## src/logic/dsasc_pkg.sv

```systemverilog
// package: timing constants and request/pin carriers for the sram host
`default_nettype none
package dsasc_pkg;
   // ----------------------------------------------------------------
   // geometry
   // ----------------------------------------------------------------
   localparam int ADDR_W = 11;                // 2048 locations
   localparam int DATA_W = 8;                 // byte wide
   // ----------------------------------------------------------------
   // clock and times in ns
   // ----------------------------------------------------------------
   localparam int CLK_PERIOD_NS             = 5;
   localparam int ADDR_LEAD_BEFORE_WRITE_NS = 20;   // address to overlap
   localparam int ADDR_VALID_TO_WRITE_END_NS= 130;
   localparam int SEL_A_TO_WRITE_END_NS     = 100;
   localparam int SEL_B_TO_WRITE_END_NS     = 110;
   localparam int WRITE_PULSE_NS            = 100;  // overlap length
   localparam int DATA_SETUP_TO_WRITE_END_NS= 50;
   localparam int DATA_HOLD_AFTER_WRITE_NS  = 20;
   localparam int WRITE_RECOVERY_NS         = 15;
   localparam int SELECT_TO_VALID_NS        = 150;  // read access, max
   localparam int MIN_READ_CYCLE_NS         = 150;
   localparam int STROBE_TO_FLOAT_NS        = 60;   // device release, max
   localparam int DESELECT_TO_FLOAT_NS      = 70;
   // least times round up to whole cycles
   function automatic int ceil_cyc(input int ns);
      return (ns + CLK_PERIOD_NS - 1) / CLK_PERIOD_NS;
   endfunction
   localparam int AS_CYC  = ceil_cyc(ADDR_LEAD_BEFORE_WRITE_NS);
   localparam int WP_CYC  = ceil_cyc(ADDR_VALID_TO_WRITE_END_NS
                                     - ADDR_LEAD_BEFORE_WRITE_NS);
   localparam int DH_CYC  = ceil_cyc(DATA_HOLD_AFTER_WRITE_NS);
   localparam int WR_CYC  = ceil_cyc(WRITE_RECOVERY_NS);
   localparam int RD_CYC  = ceil_cyc(SELECT_TO_VALID_NS) + 1;
   localparam int FLT_CYC = ceil_cyc(DESELECT_TO_FLOAT_NS);
   localparam int CYC_CYC = ceil_cyc(MIN_READ_CYCLE_NS);
   localparam int CNT_W   = 8;
   // ----------------------------------------------------------------
   // carriers
   // ----------------------------------------------------------------
   typedef struct packed {
      logic              write;   // 1 = write, 0 = read
      logic [ADDR_W-1:0] addr;
      logic [DATA_W-1:0] wdata;
   } dsasc_req_t;
   typedef struct packed {
      logic                select_primary_n;
      logic                select_secondary_n;
      logic                write_strobe_n;
      logic [ADDR_W-1:0]   addr;
   } dsasc_pins_t;
endpackage
`default_nettype wire

```

## src/logic/dsasc_host.sv

```systemverilog
// host controller driving a dual-select asynchronous 2k x 8 static memory
//
// Operation
// memory is 2048 bytes, eleven-bit address
// read: both selects low, strobe high
// write overlap of all three lows, 100 ns
// select with strobe keeps device outputs floating
// never drive data while device drives
// driven outputs echo applied write data
// after write, next address reads back
// device resumes driving 10 ns after write
// address stable 20 ns before overlap
// address valid 130 ns before write end
// selects low 100/110 ns before end
// write data valid 50 ns before end
// write data held 20 ns after end
// wait 15 ns after rise before next
// device floats within 60 ns of strobe
// read data valid 150 ns after select
// device drives no earlier than 10 ns
// deselect floats outputs within 70 ns
// old data held 15 ns after address
// cycles spaced at least 150 ns apart
`timescale 1ns/100ps
`default_nettype none
module dsasc_host #(
   parameter int ADDR_W = dsasc_pkg::ADDR_W,
   parameter int DATA_W = dsasc_pkg::DATA_W
) (
   input  wire logic                 clock_in,
   input  wire logic                 sys_rst_in,
   // user request side
   input  wire logic                 req_valid_in,
   input  wire dsasc_pkg::dsasc_req_t req_in,
   output logic                      req_ready_out,
   output logic                      rd_valid_out,
   output logic [DATA_W-1:0]         rd_data_out,
   // memory pins
   output dsasc_pkg::dsasc_pins_t    pins_out,
   input  wire logic [DATA_W-1:0]    data_in,
   output logic [DATA_W-1:0]         data_out,
   output logic                      data_oe_out
);
   // ----------------------------------------------------------------
   // state
   // ----------------------------------------------------------------
   typedef enum logic [2:0] {
      S_IDLE,    // ready for a request
      S_RD,      // selects low, waiting out the access time
      S_WSET,    // address and data settle before the overlap
      S_WPULSE,  // write overlap open
      S_WHOLD,   // data held after the overlap closes
      S_FLOAT,   // device outputs given time to float
      S_GAP      // pad to the least cycle time
   } dsasc_state_t;

   dsasc_state_t                 state_reg;    // sequencer state
   logic [dsasc_pkg::CNT_W-1:0]  cnt_reg;      // cycles left in phase
   logic [dsasc_pkg::CNT_W-1:0]  cyc_reg;      // cycles since cycle start
   logic [ADDR_W-1:0]            addr_reg;     // held address
   logic [DATA_W-1:0]            wdata_reg;    // held write data
   logic                         sel_n_reg;    // both selects together
   logic                         we_n_reg;     // write strobe
   logic                         oe_reg;       // our data drive enable

   // cycle counts cut to the counter width
   function automatic logic [dsasc_pkg::CNT_W-1:0] cyc(input int n);
      return n[dsasc_pkg::CNT_W-1:0];
   endfunction

   // ----------------------------------------------------------------
   // handshake and pin drive
   // ----------------------------------------------------------------
   // ready only in idle: one cycle in flight keeps the pin timing simple
   assign req_ready_out = (state_reg == S_IDLE);
   // one assignment for the whole pin group: both selects move as one
   assign pins_out = '{select_primary_n:   sel_n_reg,
                       select_secondary_n: sel_n_reg,
                       write_strobe_n:     we_n_reg,
                       addr:               addr_reg};
   assign data_out    = wdata_reg;
   assign data_oe_out = oe_reg;

   // ----------------------------------------------------------------
   // sequencer
   // ----------------------------------------------------------------
   // selects and strobe fall in one cycle so the device never drives
   // during a write, hence our drive never meets its outputs
   // limitation: only one access is in flight, so back to back bytes
   // each cost a full least cycle time
   always_ff @(posedge clock_in) begin
      if (sys_rst_in) begin
         state_reg <= S_IDLE;
         cnt_reg   <= '0;
         sel_n_reg <= 1'b1;
         we_n_reg  <= 1'b1;
         oe_reg    <= 1'b0;
      end else begin
         // phase counter runs down and rests at zero
         cnt_reg <= (cnt_reg != '0) ? cnt_reg - 1'b1 : cnt_reg;
         case (state_reg)
            // wait for a request
            S_IDLE: begin
               if (req_valid_in) begin
                  if (req_in.write) begin
                     // address settles before the overlap opens
                     state_reg <= S_WSET;
                     cnt_reg   <= cyc(dsasc_pkg::AS_CYC - 1);
                     oe_reg    <= 1'b1;  // selects still high: safe R05
                  end else begin
                     state_reg <= S_RD;
                     sel_n_reg <= 1'b0;
                     cnt_reg   <= cyc(dsasc_pkg::RD_CYC - 1);
                  end
               end
            end
            // read: wait the worst access, then sample
            S_RD: begin
               if (cnt_reg == '0) begin
                  sel_n_reg <= 1'b1;
                  state_reg <= S_FLOAT;
                  cnt_reg   <= cyc(dsasc_pkg::FLT_CYC - 1);
               end
            end
            // address and data settle, then open the overlap
            S_WSET: begin
               if (cnt_reg == '0) begin
                  sel_n_reg <= 1'b0;   // together with strobe
                  we_n_reg  <= 1'b0;
                  state_reg <= S_WPULSE;
                  cnt_reg   <= cyc(dsasc_pkg::WP_CYC - 1);
               end
            end
            // overlap held; covers 100/110 ns selects and 50 ns data
            S_WPULSE: begin
               if (cnt_reg == '0) begin
                  sel_n_reg <= 1'b1;   // deselect ends write, no echo
                  we_n_reg  <= 1'b1;
                  state_reg <= S_WHOLD;
                  cnt_reg   <= cyc(dsasc_pkg::DH_CYC - 1);
               end
            end
            // data stays on the bus after the overlap ends; our drive
            // drops only once the selects are already high
            S_WHOLD: begin
               if (cnt_reg == '0) begin
                  oe_reg    <= 1'b0;
                  state_reg <= S_GAP;
                  cnt_reg   <= cyc(dsasc_pkg::WR_CYC - 1);
               end
            end
            // let the device bus float after a read
            S_FLOAT: begin
               if (cnt_reg == '0) begin
                  state_reg <= S_GAP;
               end
            end
            // pad the whole cycle out to the least cycle time; the
            // phase counter also covers the short tail of a write
            S_GAP: begin
               if (cnt_reg == '0 &&
                   cyc_reg >= cyc(dsasc_pkg::CYC_CYC)) begin
                  state_reg <= S_IDLE;
               end
            end
            default: begin
               state_reg <= S_IDLE;
               sel_n_reg <= 1'b1;
               we_n_reg  <= 1'b1;
               oe_reg    <= 1'b0;
            end
         endcase
      end
   end

   // ----------------------------------------------------------------
   // cycle length counter
   // ----------------------------------------------------------------
   // saturates so long gaps never wrap back below the least cycle;
   // cleared in idle so it measures from the take edge
   always_ff @(posedge clock_in) begin
      if (sys_rst_in) begin
         cyc_reg <= '0;
      end else if (state_reg == S_IDLE) begin
         cyc_reg <= '0;
      end else if (cyc_reg != '1) begin
         cyc_reg <= cyc_reg + 1'b1;
      end
   end

   // ----------------------------------------------------------------
   // address and write data capture
   // ----------------------------------------------------------------
   // latched on the take edge; the pins then stay put for the whole
   // cycle, which gives reads their address hold for free
   always_ff @(posedge clock_in) begin
      if (sys_rst_in) begin
         addr_reg  <= '0;
         wdata_reg <= '0;
      end else if (state_reg == S_IDLE && req_valid_in) begin
         addr_reg  <= req_in.addr;
         wdata_reg <= req_in.wdata;
      end
   end

   // ----------------------------------------------------------------
   // read data return
   // ----------------------------------------------------------------
   // sampled on the last selected cycle, past the access time; the
   // byte is taken at the edge that raises the selects, so the
   // device's hold after deselect is never relied on
   always_ff @(posedge clock_in) begin
      if (sys_rst_in) begin
         rd_valid_out <= 1'b0;
         rd_data_out  <= '0;
      end else begin
         rd_valid_out <= 1'b0;
         if (state_reg == S_RD && cnt_reg == '0) begin
            rd_valid_out <= 1'b1;
            rd_data_out  <= data_in;
         end
      end
   end
endmodule
`default_nettype wire

```

## config.mk

```make
export PLATFORM = sky130hd
export DESIGN_NAME = dsasc_host
export DESIGN_NICKNAME = d
export VERILOG_FILES = /design/src/logic/dsasc_pkg.sv /design/src/logic/dsasc_host.sv
export SDC_FILE = /design/constraint.sdc
export NUM_CORES = 1
export LEC_CHECK = 0
export ABC_AREA = 1
export BUFFER_PORTS_ARGS = -buffer_cell sky130_fd_sc_hd__buf_2
export CORE_ASPECT_RATIO = 1.5
export CORE_MARGIN = 4
export CORE_UTILIZATION = 50
export CTS_BUF_LIST = sky130_fd_sc_hd__clkbuf_16
export DETAILED_ROUTE_END_ITERATION = 10
export GPL_TIMING_DRIVEN = 1
export PLACE_DENSITY = 0.76
export SYNTH_ARGS = -nofsm -noshare
export SYNTH_HDL_FRONTEND = slang
export SYNTH_SLANG_ARGS = --single-unit
```

## constraint.sdc

```tcl
create_clock -name clock_in -period 2.1 [get_ports clock_in]
set_input_delay 0.21 -clock clock_in [delete_from_list [all_inputs] [get_ports clock_in]]
set_output_delay 0.21 -clock clock_in [all_outputs]
set_load 0.02 [all_outputs]
```

Yosys cells after proc, flatten, opt, wreduce, memory -nomap -nowiden
Index checks and enable logic that the tools add are counted.
{"block": "totals", "regBits": 50, "output_inout_bits": 33, "elab_cells": 75}
{"block": "op_classes", "n_eq_ne": 17, "addsub": 2, "n_lt_le_gt_ge": 1, "bitwise_logic": 3, "n_reduce_logical": 16, "n_mux": 26}
{"cell": "8-bit 2-to-1 mux", "count": 6}
{"cell": "8-bit one-hot mux with 5 select lines", "count": 1}
{"cell": "3-bit 2-to-1 mux", "count": 6}
{"cell": "3-bit one-hot mux with 6 select lines", "count": 1}
{"cell": "2-bit != test (second input constant)", "count": 8}
{"cell": "5-bit OR reduction", "count": 2}
{"cell": "3-bit equality test (second input constant)", "count": 3}
{"cell": "8-bit by 1-bit adder with 8-bit output (second input constant)", "count": 1}
{"cell": "8-bit by 5-bit >= comparator with 1-bit output (second input constant)", "count": 1}
{"cell": "8-bit logical NOT", "count": 1}
{"cell": "8-bit != test (second input constant)", "count": 1}
{"cell": "8-bit nonzero test", "count": 1}
{"cell": "8-bit by 1-bit subtractor with 8-bit output (second input constant)", "count": 1}
{"cell": "1-bit 2-to-1 mux", "count": 7}
{"cell": "3-bit by 2-bit equality test with 1-bit output (second input constant)", "count": 2}
{"cell": "1-bit one-hot mux with 3 select lines", "count": 2}
{"cell": "6-bit AND reduction", "count": 1}
{"cell": "2-bit OR reduction", "count": 3}
{"cell": "5-bit 2-to-1 mux", "count": 1}
{"cell": "5-bit AND reduction", "count": 1}
{"cell": "2-bit by 1-bit != test with 1-bit output (second input constant)", "count": 2}
{"cell": "1-bit one-hot mux with 4 select lines", "count": 1}
{"cell": "4-bit AND reduction", "count": 1}
{"cell": "3-bit by 1-bit equality test with 1-bit output (second input constant)", "count": 1}
{"cell": "6 further kinds", "count": 10}

Longest topological paths before layout
{"block": "logic_depth", "word_depth": 4, "ltp_mapped": 12, "ltp_nobuf": 11}

Least setup slack after synthesis
OpenSTA, ideal clock, no wires.
{"block": "synth_path", "kind": "reg-to-reg", "start": "reg cnt_reg[0] (netlist bit)", "end": "reg cnt_reg[0] (netlist bit)", "synth_period_minus_slack_ns": 1.590, "arrival_time_ns": 1.525, "slack_ns": 0.510, "required_time_ns": 2.035, "path_buffers": 1, "path_stages_with_launch": 11, "cell_sequence": "dfxtp_1 -> inv_1 -> ha_1 -> nand2_1 -> inv_1 -> nand2_4 -> buf_6 -> ha_1 -> nor3_2 -> nor2_1 -> nor2_1"}
{"block": "synth_between", "elab_chain_cells": 4, "elab_cells_between_ends": 10, "cone_classes": "add/sub (1); mux (7); reduce/logical (2)"}
{"element": "from (decl)", "line": "dsasc_host.sv:58", "text": "logic [dsasc_pkg::CNT_W-1:0] cnt_reg;"}
{"element": "from (signal assigned)", "line": "dsasc_host.sv:100", "text": "cnt_reg <= (cnt_reg != '0) ? cnt_reg - 1'b1 : cnt_reg;"}
{"element": "from (signal assigned)", "line": "dsasc_host.sv:108", "text": "cnt_reg <= cyc(dsasc_pkg::AS_CYC - 1);"}
{"element": "from (signal assigned)", "line": "dsasc_host.sv:113", "text": "cnt_reg <= cyc(dsasc_pkg::RD_CYC - 1);"}
{"element": "8-bit by 1-bit subtractor with 8-bit output / 8-bit nonzero test (equally long branches)", "line": "dsasc_host.sv:100"}
{"element": "8-bit 2-to-1 mux", "line": "dsasc_host.sv:100"}
{"element": "8-bit 2-to-1 mux, on equally long branches"}
{"element": "8-bit one-hot mux with 5 select lines (*)", "line": "dsasc_host.sv:101", "text": "case (state_reg)"}
Mark *: on every way between the ends. The rest lies on a longest branch, timed or not.
A chain may end at the register's enable or synchronous reset.

Final worst setup path
Same ends and word-level chain as after synthesis.

==> key figures <==
Clocking
  – Post-CTS setup buffers: 0
  – Hold-fix buffer count after cts: 0
  – Clk sink count: 50
  – Root Buffer: clkbuf_16
  – Clk Latency, worst-skew pair: 290 ps
  – Clock-pin slew on the worst setup and hold paths: 70 ps
  – CTS tree: done
  – Depth of the CTS H-tree: 2
  – CTS Buf Count: 5
  – Post_cts resized: 0
  – CTS max path bufs: 2

Logic synthesis
  – Flops & latches, synth: 50
  – Unique masters post-synth: 26
  – Synth Area per Inst: 6.90 sq um
  – Post-Synthesis Cells: 347
  – Yosys top cell area share: 41.8%
  – Synth Cell Area: 2390 sq um
  – Seq/Total Area, Yosys: 41.8%
  – Syn Nets: 383
  – Largest cells by area after synthesis: dfxtp_1, nand2_1, a21oi_1
  – Yosys synthesis warning count: 0
  – Synth area leader: dfxtp_1

Timing
  – Final Setup Violations: 0
  – Final setup TNS: 0 ps
  – Worst-Margin Slew: 458 ps
  – Setup WS post-layout: 416 ps
  – Tmin final: 1680 ps
  – Relative slew slack: 69.4%
  – Final Skew: 3.42 ps
  – RSZ-0062 raised after global routing: no
  – Pins over their slew limit: 0
  – Crit share post-route: 80.2%
  – Final Hold Viols: 0
  – F_max: 594 MHz

Drt
  – Vias/cell: 4.90
  – DRC: 0
  – Avg WL per Cell: 10.9 microns
  – Router iterations before antenna repair: 4
  – Via count: 2303
  – Routed Antenna Nets: 0
  – Final wirelength: 5120 microns
  – Initial DRC count: 113

Global routing
  – First-pass GRT wire length: 8970 microns
  – Initial antenna violation count: 0
  – Largest net degree at the start of global routing: 25
  – Vias in the first global route: 2185
  – Overall routing resource usage: 18.2%
  – GR Overflow Total: 0

Run status
  – Outcome: complete, no violations

Floorplan
  – Starting Density: 52.3%
  – Die Wd: 64.5 microns
  – Die span in y: 92.8 microns
  – Die Area: 5980 sq um
  – Top-level I/O count: 64
  – Row cnt: 30
  – Core Footprint: 4580 sq um

Place
  – Worst slack, placed: 425 ps
  – Number of buffers added on ports: 63
  – Routability cong.: 0.860
  – Post-placement cell count: 462
  – Final HPWL DP: 3940 microns

Critical path
  – Crit path cell chain: inv_1 -> ha_1 -> nand2_1 -> inv_1 -> nand2_4 -> ha_1 -> nor3_2 -> nor2_1 -> nor2_1
  – Critical-path maximum fanout: 13
  – Top delay family on crit path: adder cells
  – Slowest cell on the critical path: dfxtp_1
  – Worst Setup End Kind: flip-flop
  – Worst path max stage delay: 310 ps
  – CP Class: reg2reg
  – Crit path buffers/inverters: 2
  – Startpoint types: flip-flop
  – Worst path arrival time: 1910 ps
  – Data required, critical path: 2330 ps

Hold path
  – HP Class: in2reg

Flow run
  – Total of max-cap violations: 0

Finish
  – # nets final: 441
  – Post-Layout Cell Count: 470
  – Max reg flops: 11
  – Share of cells above drive strength 1: 21.2%
  – Ant diodes: 0
  – Most frequent cells in the layout: nand2_1, buf_2, dfxtp_1
  – Most common cell after layout, fill and taps aside: nand2_1
  – Area grow syn2layout: 19.4%

Power
  – Pwr/cell area: 1380 nW/um^2
  – VDD IR max: 0.775 mV
  – Leakage: 1.40 nW
final cells by class:
class                           count  area, sq um
Inverter                           36          140
Fill cell                         450         1720
Sequential cell                    50         1000
Multi-Input combinational cell    248         1170
Clock inverter                      3         22.5
Clock buffer                        5          125
Timing Repair Buffer               64          323
Tap cell                           64         80.1
worst paths after layout:
check,cells past startpoint,endpoint,start,slack (ps)
max,9,cnt_reg[0],cnt_reg[0],420
min reg2reg,2,we_n_reg,we_n_reg,460
min,3,rd_data_out[1],data_in[1],140
max reg2reg,9,cnt_reg[0],cnt_reg[0],420
per-layer routing:
| metal | GRT usage [%] | vias up | wire [microns] |
|---|---|---|---|
| li1 | - | 1210 | - |
| met1 | 19.8 | 1027 | 2120 |
| met2 | 33.6 | 57 | 2610 |
| met3 | 4.73 | 9 | 296 |
| met4 | 5.82 | 0 | 98 |
| met5 | 0 | - | 0 |
report_power, final:
part | internal (mW) | switching, mW | leakage, nW
Sequential | 1.16 | 0.154 | 0.408
Clock | 0.448 | 0.357 | 0.0746
Combinational | 0.615 | 1.21 | 0.918
cells by family (layout without fill, tap and decap cells):
group / count (synthesis) / in the layout / share of synthesized area, %
AOI/OAI and AO/OA: 56 / 56 / 12.0
buffers and inverters: 49 / 108 / 9.46
adders and majority gates: 5 / 5 / 2.61
xor gates and xnor gates: 5 / 5 / 1.83
and+or+nand+nor: 182 / 182 / 32.3
DFF: 50 / 50 / 41.8
cells in the mapped netlist (all sizes together):
| library cell | count |
|---|---|
| nand4 | 6 |
| o21ai | 19 |
| nand2 | 109 |
| clkbuf | 5 |
| ha | 5 |
| buf | 8 |
| nand3 | 15 |
| xnor2 | 2 |
| xor2 | 3 |
| a21oi | 36 |
| nor2 | 47 |
| o21a | 1 |
| inv | 36 |
| dfxtp | 50 |
| nor3 | 5 |
metrics by stage:
step | instance area, sq um | utilization [%] | total power [mW] | hold slack [ps]
after floorplan | 2390 | - | 2.84 | 345
after global placement | 2710 | 59.2 | 3.14 | 432
after detailed placement | 2710 | 59.2 | 3.18 | 439
after CTS | 2860 | 62.4 | 3.99 | 144
after global routing | 2860 | 62.4 | 4.30 | 164
final | 2860 | 62.4 | 3.95 | 144
worst register-to-register path: stages (launching register included):
cell and delay, ps:
dfxtp_1 310, inv_1 110, ha_1 260, nand2_1 120
inv_1 110, nand2_4 130, ha_1 310, nor3_2 170
nor2_1 50, nor2_1 70
Power figures use the tool's default switching activity.
